`config.mk`:
```
export PLATFORM = sky130hd
export DESIGN_NAME = albx_exec
export DESIGN_NICKNAME = d
export VERILOG_FILES = /design/src/core/albx_pkg.sv /design/src/core/albx_exec.sv
export SDC_FILE = /design/constraint.sdc
export NUM_CORES = 1
export LEC_CHECK = 0
export CORE_ASPECT_RATIO = 1.75
export CORE_MARGIN = 2
export CORE_UTILIZATION = 40
export CTS_CLUSTER_SIZE = 25
export DETAILED_ROUTE_END_ITERATION = 16
export DONT_BUFFER_PORTS = 1
export PLACE_DENSITY_LB_ADDON = 0.3
export SYNTH_ARGS = -nofsm -noshare
export SYNTH_HDL_FRONTEND = slang
export SYNTH_SLANG_ARGS = --single-unit
```
`constraint.sdc`:
```
create_clock -name clk_i -period 5.6 [get_ports clk_i]
set_input_delay 1.12 -clock clk_i [delete_from_list [all_inputs] [get_ports clk_i]]
set_output_delay 1.12 -clock clk_i [all_outputs]
set_load 0.1 [all_outputs]
```
`src/core/albx_pkg.sv`:
```
// Purpose: shared constants and types of the add/logic/branch execute slice
// Assumes: 16-bit instruction words, 32-bit registers
// Notes: register offsets are for the interrupt registers only
package albx_pkg;
  // ==========================================================
  // opcodes
  localparam logic [5:0] OP_SIGNED_ADD = 6'h0B;
  localparam logic [5:0] OP_SIGNED_ADD_IMM = 6'h1B;
  localparam logic [5:0] OP_AND = 6'h15;
  localparam logic [5:0] OP_CLEAR_BITS = 6'h0D;
  localparam logic [5:0] OP_CLEAR_BITS_IMM = 6'h1D;
  localparam logic [7:0] OP_JUMP_IF_CARRY = 8'hF4;
  localparam logic [7:0] OP_JUMP_IF_ZERO = 8'hF2;
  localparam logic [7:0] OP_JUMP_IF_NONNEG = 8'hF9;
  localparam logic [7:0] OP_JUMP_IF_POSITIVE = 8'hFB;
  localparam logic [7:0] OP_JUMP_IF_NO_CARRY = 8'hF5;
  // ==========================================================
  // state word bit positions and status register code
  localparam int FLAG_C = 0;
  localparam int FLAG_Z = 1;
  localparam int FLAG_N = 2;
  localparam int FLAG_V = 3;
  localparam int FLAG_M = 4;
  localparam logic [3:0] STATE_WORD_CODE = 4'h1;
  localparam logic [31:0] STATE_WORD_RESET = 32'h0000_0000;
  localparam logic [31:0] PC_RESET = 32'h0000_0000;
  localparam logic [31:0] INSN_BYTES = 32'h0000_0002;
  // ==========================================================
  // interrupt registers
  localparam logic [3:0] REG_IRQ_STATUS = 4'h0;
  localparam logic [3:0] REG_IRQ_CLEAR = 4'h4;
  localparam logic [3:0] REG_IRQ_ENABLE = 4'h8;
  localparam int IRQ_RANGE = 0;
  localparam int IRQ_JUMP = 1;
  localparam logic [1:0] IRQ_ENABLE_RESET = 2'h0;

  typedef struct packed {
    logic bank;
    logic [3:0] code;
  } albx_reg_sel_s;

  typedef struct packed {
    logic we;
    albx_reg_sel_s sel;
    logic [31:0] data;
  } albx_reg_wr_s;
endpackage

```
`src/core/albx_exec.sv`:
```
// Purpose: decode and execute one instruction word per valid strobe
// Assumes: register file reads are combinational on the select ports
// Notes: results, flags, pc and trap are committed on the same edge
//
// Overview of operation
// - s and d bits pick global or local bank
// - opcode 0010 11 signed add with flags
// - signed overflow raises range error trap
// - state word as source signed_add_trap carry
// - immediate selector is bit 8 and bits 3..0
// - selector zero signed_add_trap carry rounding to even
// - opcode 0101 01 and, zero flag only
// - opcode 0011 01 and with inverted source
// - immediate and with inverted immediate
// - branch offset sign extended, low field, zero
// - taken branch loads pc, clears cache mode
// - untaken branch changes nothing, pc advances
// - 1111 0100 jumps when carry set
// - 1111 0010 jumps when zero set
// - 1111 1001 jumps when sign clear
// - 1111 1011 jumps when sign and zero clear
// - 1111 0101 jumps when carry clear
//
// Our own choices: the address map and the plain strobed port.
`timescale 1ns/1ns
module albx_exec
  import albx_pkg::*;
(
  // clock and reset
  input wire logic clk_i,
  input wire logic resetn_i,
  // fetch stage
  input wire logic insn_valid_i,
  input wire logic [15:0] insn_i,
  // register file
  output albx_reg_sel_s src_sel_o,
  output albx_reg_sel_s dst_sel_o,
  input wire logic [31:0] src_data_i,
  input wire logic [31:0] dst_data_i,
  output albx_reg_wr_s wr_o,
  // immediate decode table
  output logic [4:0] imm_sel_o,
  input wire logic [31:0] imm_val_i,
  // core state
  output logic [31:0] pc_o,
  output logic [31:0] state_word_o,
  output logic range_trap_o,
  output logic illegal_o,
  // register port
  input wire logic [3:0] reg_addr_i,
  input wire logic [31:0] reg_wdata_i,
  input wire logic reg_wr_i,
  input wire logic reg_rd_i,
  output logic [31:0] reg_rdata_o,
  output logic irq_o
);
  // ==========================================================
  // field decode
  logic [5:0] op6;
  logic [7:0] op8;
  logic is_add, is_addi, is_and, is_clear_bits_op, is_clear_bits_imm_op, is_br, br_cond;
  logic [31:0] rel;
  assign op6 = {insn_i[15:12], insn_i[11:10]};
  assign op8 = insn_i[15:8];
  assign src_sel_o = '{bank: insn_i[8], code: insn_i[3:0]};
  assign dst_sel_o = '{bank: insn_i[9], code: insn_i[7:4]};
  assign imm_sel_o = {insn_i[8], insn_i[3:0]};
  assign rel = {{25{insn_i[0]}}, insn_i[6:1], 1'b0};

  logic c_q, z_q, n_q, v_q, m_q;
  logic [31:0] pc_q;
  logic c_f, z_f, n_f;
  assign c_f = c_q;
  assign z_f = z_q;
  assign n_f = n_q;

  always_comb begin
    is_add = 1'b0;
    is_addi = 1'b0;
    is_and = 1'b0;
    is_clear_bits_op = 1'b0;
    is_clear_bits_imm_op = 1'b0;
    is_br = 1'b0;
    br_cond = 1'b0;
    if (op6 == OP_SIGNED_ADD) begin
      is_add = 1'b1;
    end else if (op6 == OP_SIGNED_ADD_IMM) begin
      is_addi = 1'b1;
    end else if (op6 == OP_AND) begin
      is_and = 1'b1;
    end else if (op6 == OP_CLEAR_BITS) begin
      is_clear_bits_op = 1'b1;
    end else if (op6 == OP_CLEAR_BITS_IMM) begin
      is_clear_bits_imm_op = 1'b1;
    end else if (insn_i[7] == 1'b0) begin
      // bit 7 must be zero in the relative branch format
      is_br = 1'b1;
      case (op8)
        OP_JUMP_IF_CARRY: br_cond = c_f;
        OP_JUMP_IF_ZERO: br_cond = z_f;
        OP_JUMP_IF_NONNEG: br_cond = ~n_f;
        OP_JUMP_IF_POSITIVE: br_cond = ~n_f & ~z_f;
        OP_JUMP_IF_NO_CARRY: br_cond = ~c_f;
        default: is_br = 1'b0;
      endcase
    end
  end

  // ==========================================================
  // arithmetic
  logic [31:0] addend, sum, logic_res, res;
  logic [32:0] sum_w;
  logic ovf, is_arith, known;
  always_comb begin
    addend = src_data_i;
    if (is_add && insn_i[8] == 1'b0 && insn_i[3:0] == STATE_WORD_CODE) begin
      addend = {31'h0000_0000, c_f};
    end
    if (is_addi) begin
      addend = imm_val_i;
      if (imm_sel_o == 5'h00) begin
        addend = {31'h0000_0000, c_f & (~z_f | dst_data_i[0])};
      end
    end
  end
  assign sum_w = {1'b0, dst_data_i} + {1'b0, addend};
  assign sum = sum_w[31:0];
  // signed overflow: equal operand signs, differing result sign
  assign ovf = (dst_data_i[31] == addend[31]) &&
               (sum[31] != dst_data_i[31]);
  always_comb begin
    logic_res = dst_data_i & src_data_i;
    if (is_clear_bits_op) begin
      logic_res = dst_data_i & ~src_data_i;
    end else if (is_clear_bits_imm_op) begin
      logic_res = dst_data_i & ~imm_val_i;
    end
  end
  assign is_arith = is_add | is_addi;
  assign res = is_arith ? sum : logic_res;
  assign known = is_arith | is_and | is_clear_bits_op | is_clear_bits_imm_op | is_br;

  // ==========================================================
  // commit qualifiers
  logic is_logic;
  logic taken;
  logic commit_arith;
  logic commit_logic;
  logic commit_jump;
  logic commit_write;
  logic sum_zero;
  logic logic_zero;

  assign is_logic = is_and | is_clear_bits_op | is_clear_bits_imm_op;
  assign taken = is_br & br_cond;
  assign commit_arith = insn_valid_i & is_arith;
  assign commit_logic = insn_valid_i & is_logic;
  assign commit_jump = insn_valid_i & taken;
  // only the destination is written; the source stays intact unless it is the same register
  assign commit_write = insn_valid_i & known & ~is_br;
  assign sum_zero = (sum == 32'h0000_0000);
  assign logic_zero = (logic_res == 32'h0000_0000);

  // ==========================================================
  // result write toward the register file
  albx_reg_wr_s wr_d;

  always_comb begin
    wr_d.we = commit_write;
    wr_d.sel = dst_sel_o;
    wr_d.data = res;
  end

  // a one-cycle write pulse; there is no forwarding to the next read
  always_ff @(posedge clk_i or negedge resetn_i) begin
    if (!resetn_i) begin
      wr_o <= '0;
    end else begin
      wr_o <= wr_d;
    end
  end

  // ==========================================================
  // flags: add sets z n v c, logic only z, jumps only m
  logic c_d;
  logic z_d;
  logic n_d;
  logic v_d;
  logic m_d;

  // an untaken jump or an unknown word leaves every flag alone
  always_comb begin
    c_d = c_q;
    z_d = z_q;
    n_d = n_q;
    v_d = v_q;
    m_d = m_q;
    if (commit_arith) begin
      c_d = sum_w[32];
      z_d = sum_zero;
      n_d = sum[31];
      v_d = ovf;
    end else if (commit_logic) begin
      z_d = logic_zero;
    end else if (commit_jump) begin
      m_d = 1'b0;
    end
  end

  // one register per flag, each with its own reset value
  always_ff @(posedge clk_i or negedge resetn_i) begin
    if (!resetn_i) begin
      c_q <= STATE_WORD_RESET[FLAG_C];
    end else begin
      c_q <= c_d;
    end
  end

  always_ff @(posedge clk_i or negedge resetn_i) begin
    if (!resetn_i) begin
      z_q <= STATE_WORD_RESET[FLAG_Z];
    end else begin
      z_q <= z_d;
    end
  end

  always_ff @(posedge clk_i or negedge resetn_i) begin
    if (!resetn_i) begin
      n_q <= STATE_WORD_RESET[FLAG_N];
    end else begin
      n_q <= n_d;
    end
  end

  always_ff @(posedge clk_i or negedge resetn_i) begin
    if (!resetn_i) begin
      v_q <= STATE_WORD_RESET[FLAG_V];
    end else begin
      v_q <= v_d;
    end
  end

  always_ff @(posedge clk_i or negedge resetn_i) begin
    if (!resetn_i) begin
      m_q <= STATE_WORD_RESET[FLAG_M];
    end else begin
      m_q <= m_d;
    end
  end

  // bits without a flag read back their reset value
  always_comb begin
    state_word_o = STATE_WORD_RESET;
    state_word_o[FLAG_C] = c_q;
    state_word_o[FLAG_Z] = z_q;
    state_word_o[FLAG_N] = n_q;
    state_word_o[FLAG_V] = v_q;
    state_word_o[FLAG_M] = m_q;
  end

  // ==========================================================
  // program counter: next word, or next word plus the offset
  logic [31:0] pc_seq;
  logic [31:0] pc_d;

  assign pc_seq = pc_q + INSN_BYTES;
  always_comb begin
    pc_d = pc_seq;
    if (taken) begin
      pc_d = pc_seq + rel;
    end
  end

  always_ff @(posedge clk_i or negedge resetn_i) begin
    if (!resetn_i) begin
      pc_q <= PC_RESET;
    end else if (insn_valid_i) begin
      pc_q <= pc_d;
    end
  end

  assign pc_o = pc_q;

  // ==========================================================
  // trap and illegal-word pulses
  // one pulse per overflowing add, on the edge its result commits
  always_ff @(posedge clk_i or negedge resetn_i) begin
    if (!resetn_i) begin
      range_trap_o <= 1'b0;
    end else begin
      range_trap_o <= commit_arith & ovf;
    end
  end

  // an unknown word still advances pc but writes nothing
  always_ff @(posedge clk_i or negedge resetn_i) begin
    if (!resetn_i) begin
      illegal_o <= 1'b0;
    end else begin
      illegal_o <= insn_valid_i & ~known;
    end
  end

  // ==========================================================
  // interrupt registers: range trap and taken jump events
  logic pc_jump_q;
  logic [1:0] irq_ev;
  logic [1:0] irq_clr;
  logic [1:0] irq_st_q;
  logic [1:0] irq_st_d;
  logic [1:0] irq_en_q;
  logic clr_hit;
  logic en_hit;
  logic [31:0] rdata_d;

  assign clr_hit = reg_wr_i && reg_addr_i == REG_IRQ_CLEAR;
  assign en_hit = reg_wr_i && reg_addr_i == REG_IRQ_ENABLE;
  assign irq_clr = clr_hit ? reg_wdata_i[1:0] : 2'h0;

  // a jump counts as an event in the cycle after it is taken
  always_ff @(posedge clk_i or negedge resetn_i) begin
    if (!resetn_i) begin
      pc_jump_q <= 1'b0;
    end else begin
      pc_jump_q <= commit_jump;
    end
  end

  assign irq_ev[IRQ_RANGE] = range_trap_o;
  assign irq_ev[IRQ_JUMP] = pc_jump_q;
  // a new event wins over a clear in the same cycle, so none is lost
  assign irq_st_d = (irq_st_q & ~irq_clr) | irq_ev;

  always_ff @(posedge clk_i or negedge resetn_i) begin
    if (!resetn_i) begin
      irq_st_q <= 2'h0;
    end else begin
      irq_st_q <= irq_st_d;
    end
  end

  always_ff @(posedge clk_i or negedge resetn_i) begin
    if (!resetn_i) begin
      irq_en_q <= IRQ_ENABLE_RESET;
    end else if (en_hit) begin
      irq_en_q <= reg_wdata_i[1:0];
    end
  end

  // status and enable read back; clear and unused offsets read zero
  always_comb begin
    rdata_d = 32'h0000_0000;
    if (reg_rd_i) begin
      if (reg_addr_i == REG_IRQ_STATUS) begin
        rdata_d = {30'h0000_0000, irq_st_q};
      end else if (reg_addr_i == REG_IRQ_ENABLE) begin
        rdata_d = {30'h0000_0000, irq_en_q};
      end
    end
  end

  // read data stands only in the cycle after the read strobe
  always_ff @(posedge clk_i or negedge resetn_i) begin
    if (!resetn_i) begin
      reg_rdata_o <= 32'h0000_0000;
    end else begin
      reg_rdata_o <= rdata_d;
    end
  end

  assign irq_o = |(irq_st_q & irq_en_q);
endmodule // albx_exec

```
# Word-level counts from Yosys, hierarchy flattened

Cells that the tools add are included.

Add/subtract/negate cells: 3
Multiply operators: 0
Divide/modulo/power cells: 0
Order comparisons: 0
Eq/ne operators: 15
Shift operators: 0
Muxes and demuxes: 42
Bitwise gates (word level): 33
Reductions and logical operators: 12

Operators with widths:

| operator                                                              | number |
|---|---|
| 32-bit 2-to-1 mux                                                     | 7 |
| 32-bit AND                                                            | 3 |
| 32-bit zero test                                                      | 2 |
| 32-bit NOT                                                            | 2 |
| 8-bit equality test, second input constant                            | 5 |
| 32-bit by 32-bit adder with 33-bit output                             | 1 |
| 32-bit by 2-bit adder with 32-bit output, second input constant       | 1 |
| 32-bit adder                                                          | 1 |
| 1-bit 2-to-1 mux                                                      | 30 |
| 6-bit by 5-bit equality test with 1-bit output, second input constant | 3 |
| 6-bit by 4-bit equality test with 1-bit output, second input constant | 2 |
| 1-bit AND                                                             | 10 |
| 2-bit 2-to-1 mux                                                      | 4 |
| 1-bit OR                                                              | 8 |
| 1-bit NOT                                                             | 6 |
| 1-bit logical AND                                                     | 5 |
| 5-bit zero test                                                       | 1 |
| 1-bit case mux with 5 select lines                                    | 1 |
| 5-bit OR reduction                                                    | 1 |
| 2-bit AND                                                             | 2 |
| 4-bit by 1-bit equality test with 1-bit output, second input constant | 1 |
| 4-bit by 3-bit equality test with 1-bit output, second input constant | 1 |
| 4-bit equality test, second input constant                            | 1 |
| 4-bit zero test                                                       | 1 |
| other kinds (6)                                                       | 6 |

Register bits after elaboration: 113
Latch bits: 0
Memory bits (writable): 0
Memory bits (read-only): 0
Bits of input ports: 153
Output and inout port bits: 152
Logic and storage cells: 120
Memories kept: 0

# Depth between registers and ports, before layout

Depth in word-level cells: 12
Gate-level depth with buffers: 20
Gate-level depth less buffers: 18

# Worst setup path after synthesis

OpenSTA, ideal clock, no wires.

Kind: input -> register
Start: input port insn_i[14]
End: register z_q, in the netlist z_f
Setup time: 0.066 ns
Arrival time: 5.552 ns
Setup slack: -0.018 ns
Cell stages on the path: 19
Cell sequence: clkbuf_1 > clkbuf_1 > buf_1 > clkbuf_1 > nand2_1 > nor2_1 > clkbuf_1 > a22o_1 > ha_1 > and3_1 > a221o_1 > o211ai_2 > a21oi_2 > o311a_1 > or4b_1 > nand3_2 > nor4bb_1 > nand4_1 > nand2_1

Word-level cells in the longest chain between the ends: 11
Elaborated cells on any way between the ends: 37
Classes of those cells: add/sub: 1; eq/ne: 5; mux: 21; bitwise: 5; reduce/logical: 5

Ends and longest elaborated chain:

| item                                                                                               | RTL line         | text |
|---|---|---|
| start, declared                                                                                    | albx_exec.sv:34  | `input wire logic [15:0] insn_i,` |
| parallel branches: the longest is 11 deep, another holds 32-bit by 32-bit adder with 33-bit output | n/a              |  |
| end signal, assigned                                                                               | albx_exec.sv:221 | `z_q <= STATE_WORD_RESET[FLAG_Z];` |
| end signal, assigned                                                                               | albx_exec.sv:223 | `z_q <= z_d;` |
| end, declared                                                                                      | albx_exec.sv:70  | `logic c_q, z_q, n_q, v_q, m_q;` |

Several ways; the timed one is not identified. The select of a mux whose other input is x is not followed.
A chain may end at the register's enable or synchronous reset.

# Worst setup path after layout

Start: input port insn_i[1]
End: register z_q, in the netlist z_f

Word-level cells in the longest chain between the ends: 7
Elaborated cells on any way between the ends: 9
Classes of those cells: add/sub: 1; eq/ne: 1; mux: 4; reduce/logical: 3

Ends and longest elaborated chain:

| item                                           | RTL line         | text |
|---|---|---|
| 4-bit by 1-bit equality test with 1-bit output | albx_exec.sv:116 | `if (is_add && insn_i[8] == 1'b0 && insn_i[3:0] == STATE_WORD_CODE) begin` |
| 1-bit logical AND                              | albx_exec.sv:116 |  |
| 32-bit 2-to-1 mux                              | albx_exec.sv:116 |  |
| 32-bit 2-to-1 mux *                            | albx_exec.sv:119 | `if (is_addi) begin` |
| 32-bit by 32-bit adder with 33-bit output *    | albx_exec.sv:126 | `assign sum_w = {1'b0, dst_data_i} + {1'b0, addend};` |
| 32-bit zero test *                             | albx_exec.sv:161 | `assign sum_zero = (sum == 32'h0000_0000);` |
| 1-bit 2-to-1 mux *                             | albx_exec.sv:198 | `if (commit_arith) begin` |

Mark *: on every way between the ends. The rest lies on a longest branch, timed or not.

==> impl_metrics.csv <==
group,metric,value,unit
final_layout,nNetsFinal,1441,
clock_network,hold_buffers,0,
floorplan,core_area,23100,µm²
timing,fin_hold_ws,0.437,ns
logic_synthesis,synth_cell_types,85,
final_layout,layout-drive-gt1-share,10.0,%
min_path,hold_path_class,"reg -> reg",
timing,hold_violations,0,
setup_path,cpMaxStageDelayCell,"nor4_1",
flow_run,cap_viol_max_count,0,
clock_network,cts_buffers,9,
setup_path,worstSetupPathType,"in -> reg",
floorplan,io_pins,305,
power,p_leak,4.46,nW
final_layout,final_cell_mix,"nand2_1 (142), a21oi_1 (101), o21ai_0 (85)",
timing,finClkSkew,0.00759,ns
drt,viasPerCell,5.84,
setup_path,slowest_delay,0.76,ns
global_routing,grt_pass1_wl,46.0,mm
timing,worst_pin_slew,1.08,ns
logic_synthesis,synth_warnings,0,
timing,fin_crit_sh,95.1,%
timing,rsz0062_at_grt,"false",
clock_network,clkTransAtPathRegs,0.07,ns
logic_synthesis,synth_cells,1218,
logic_synthesis,ys_seq_elements,82,
global_routing,antenna_found_initial,0,
setup_path,critical_path.max_fanout,11,
setup_path,cp.required,5.90,ns
final_layout,stdcell_count,1532,
logic_synthesis,ys_seq_area_share,21.9,%
final_layout,area_growth,7.05,%
timing,fin_crit,5.32,ns
drt,dr.pass1.iters,5,
placed_design,gp_congestion,0.954,
status,status,"completed",
drt,route.detailed.drc,0,
timing,fmax,0.188,GHz
floorplan,die_y,206,µm
setup_path,worstPathCellList,"or4_1 -> nor3b_1 -> buf_4 -> o21ai_2 -> a22o_1 -> ha_1 -> o21ai_0 -> o21ai_1 -> nand2_1 -> nor4_1 -> o211ai_1 -> a21oi_1 -> buf_4 -> o211ai_1 -> nor4_2 -> nand4_1 -> nand2_1",
setup_path,reg2reg_setup_slack,0.98,ns
setup_path,rr_worst_depth,17,
final_layout,fillers,2409,
drt,routedWlPerCell,19.8,µm
global_routing,grt_max_degree,83,
setup_path,setup.worst_path.end_class,"flop",
placed_design,placement.io_buffers,0,
clock_network,cts_resized,0,
floorplan,start_util,40.4,%
setup_path,regToRegStartpoint,"pc_o[3]",
clock_network,cts_num_sinks,82,
drt,wl,30.3,mm
drt,drt_iter0_drc,423,
setup_path,cp-start-kind,"primary input",
clock_network,clockBufferDepth,2,
global_routing,overflow,0,
clock_network,postCtsSetupBuffers,0,
setup_path,rr_endpoint,"pc_o[30]",
timing,setup_violations,0,
logic_synthesis,synth_ff_type,"dfrtp_1",
floorplan,fp-row-count,74,
timing,slew_headroom,27.7,%
floorplan,dieArea,24700,µm²
logic_synthesis,post_synth.cell_area_avg,7.68,µm²
placed_design,place_inst,1516,
final_layout,final_common_cell,"nand2_1",
placed_design,dp_hpwl,24.1,mm
drt,vias,8942,
global_routing,grt_pass1_vias,8711,
setup_path,crit_end,"z_f",
logic_synthesis,syn-cell-area,9350,µm²
clock_network,cts_max_level,3,
floorplan,die_x,120,µm
clock_network,tritoncts,"yes",
clock_network,cts-root-buf,"clkbuf_16",
power,ir_drop,0.143,mV
logic_synthesis,async_flop_share,100,%
drt,ant_nets,0,
global_routing,track_usage,24.0,%
power,p_per_area,344,nW/µm²
logic_synthesis,synth_edf_count,0,
clock_network,clkLatencyLatePin,0.36,ns
setup_path,crit_path_start,"insn_i[1]",
setup_path,crit_arrival,5.62,ns
timing,slew_violations,0,
## cell usage after synthesis (all sizes together), types with 26 or more instances
cell type / count / share of area [%]
a211oi: 32 / 2.6
a21oi: 103 / 5.7
a22o: 34 / 3.2
buf: 87 / 6.8
clkbuf: 46 / 1.9
dfrtp: 82 / 22
ha: 63 / 8.4
inv: 26 / 1.0
nand2: 142 / 5.7
nand3: 29 / 1.6
nor2: 84 / 3.4
nor2b: 39 / 2.6
o21ai: 94 / 5.0
xnor2: 44 / 4.1
xor2: 27 / 2.5
## per-stage QoR
stage	cell area [µm²]	utilization, %	setup TNS [ns]	total power [mW]	setup WS (ns)
2_1_floorplan	9570	-	0	2.49	0.0908
3_3_place_gp	9680	41.8	0	2.73	0.0290
3_5_place_dp	9680	41.8	-0.0213	2.75	-0.0213
4_1_cts	10000	43.2	0	3.46	0.360
5_1_grt	10000	43.2	0	3.64	0.118
6_report	10000	43.2	0	3.44	0.275
## area by class of cell
| class | instances | area (µm²) | share of cell area [%] |
|---|---|---|---|
| well taps | 304 | 380 | 3.80 |
| clock inverters | 5 | 104 | 1.04 |
| diodes | 1 | 2.50 | 0.0250 |
| clock buffers | 10 | 229 | 2.29 |
| inverters | 27 | 101 | 1.01 |
| multi-input cells | 1033 | 6600 | 66.0 |
| flip-flops and latches | 82 | 2050 | 20.5 |
| repair buffers | 70 | 538 | 5.37 |
## power breakdown
group	switching, mW	internal [mW]
clock network	0.262	0.434
registers	0.235	0.666
logic	1.26	0.584
total	1.76	1.68
## layer usage
metal | up-vias | global-route usage (%) | share of wire (%) | wire length, µm
met1 | 4212 | 23.1 | 35 | 10700
li1 | 4342 | - | - | -
met2 | 319 | 46.6 | 54 | 16400
met5 | - | 0 | 0 | 0
met3 | 69 | 4.99 | 5.7 | 1730
met4 | 0 | 13.6 | 4.9 | 1500
## cells by family after synthesis
family                     share of synthesized area, %
AOI/OAI and AO/OA                                  27.6
buffers and inverters                              9.86
other                                            0.0401
adders and majority gates                          8.86
muxes                                              2.10
xor gates and xnor gates                           6.65
DFF                                                21.9
and+or+nand+nor                                    23.0
## worst max-delay path, delay by kind of cell
family / cells / cell delay (ns)
buffers and inverters: 2 / 0.31
and+or+nand+nor: 7 / 2.24
AOI/OAI and AO/OA: 7 / 1.55
adders and majority gates: 1 / 0.38
## worst min-delay path by stage
stage                  end      start  slack [ns]  depth (start not counted)
2_1_floorplan  irq_st_q[1]  pc_jump_q        0.40                          1
3_3_place_gp   irq_st_q[1]  pc_jump_q        0.42                          1
3_5_place_dp   irq_st_q[1]  pc_jump_q        0.43                          1
4_1_cts           wr_o[34]   resetn_i        0.43                          0
5_1_grt           wr_o[34]   resetn_i        0.44                          0
6_report       irq_st_q[1]  pc_jump_q        0.44                          1
## flip-flops by register name (all words and copies together) (netlist names), 2 cells and up
register     flops
wr_o            38
pc_o            31
reg_rdata_o      2
irq_en_q         2
irq_st_q         2
(Power assumes the default switching activity.)
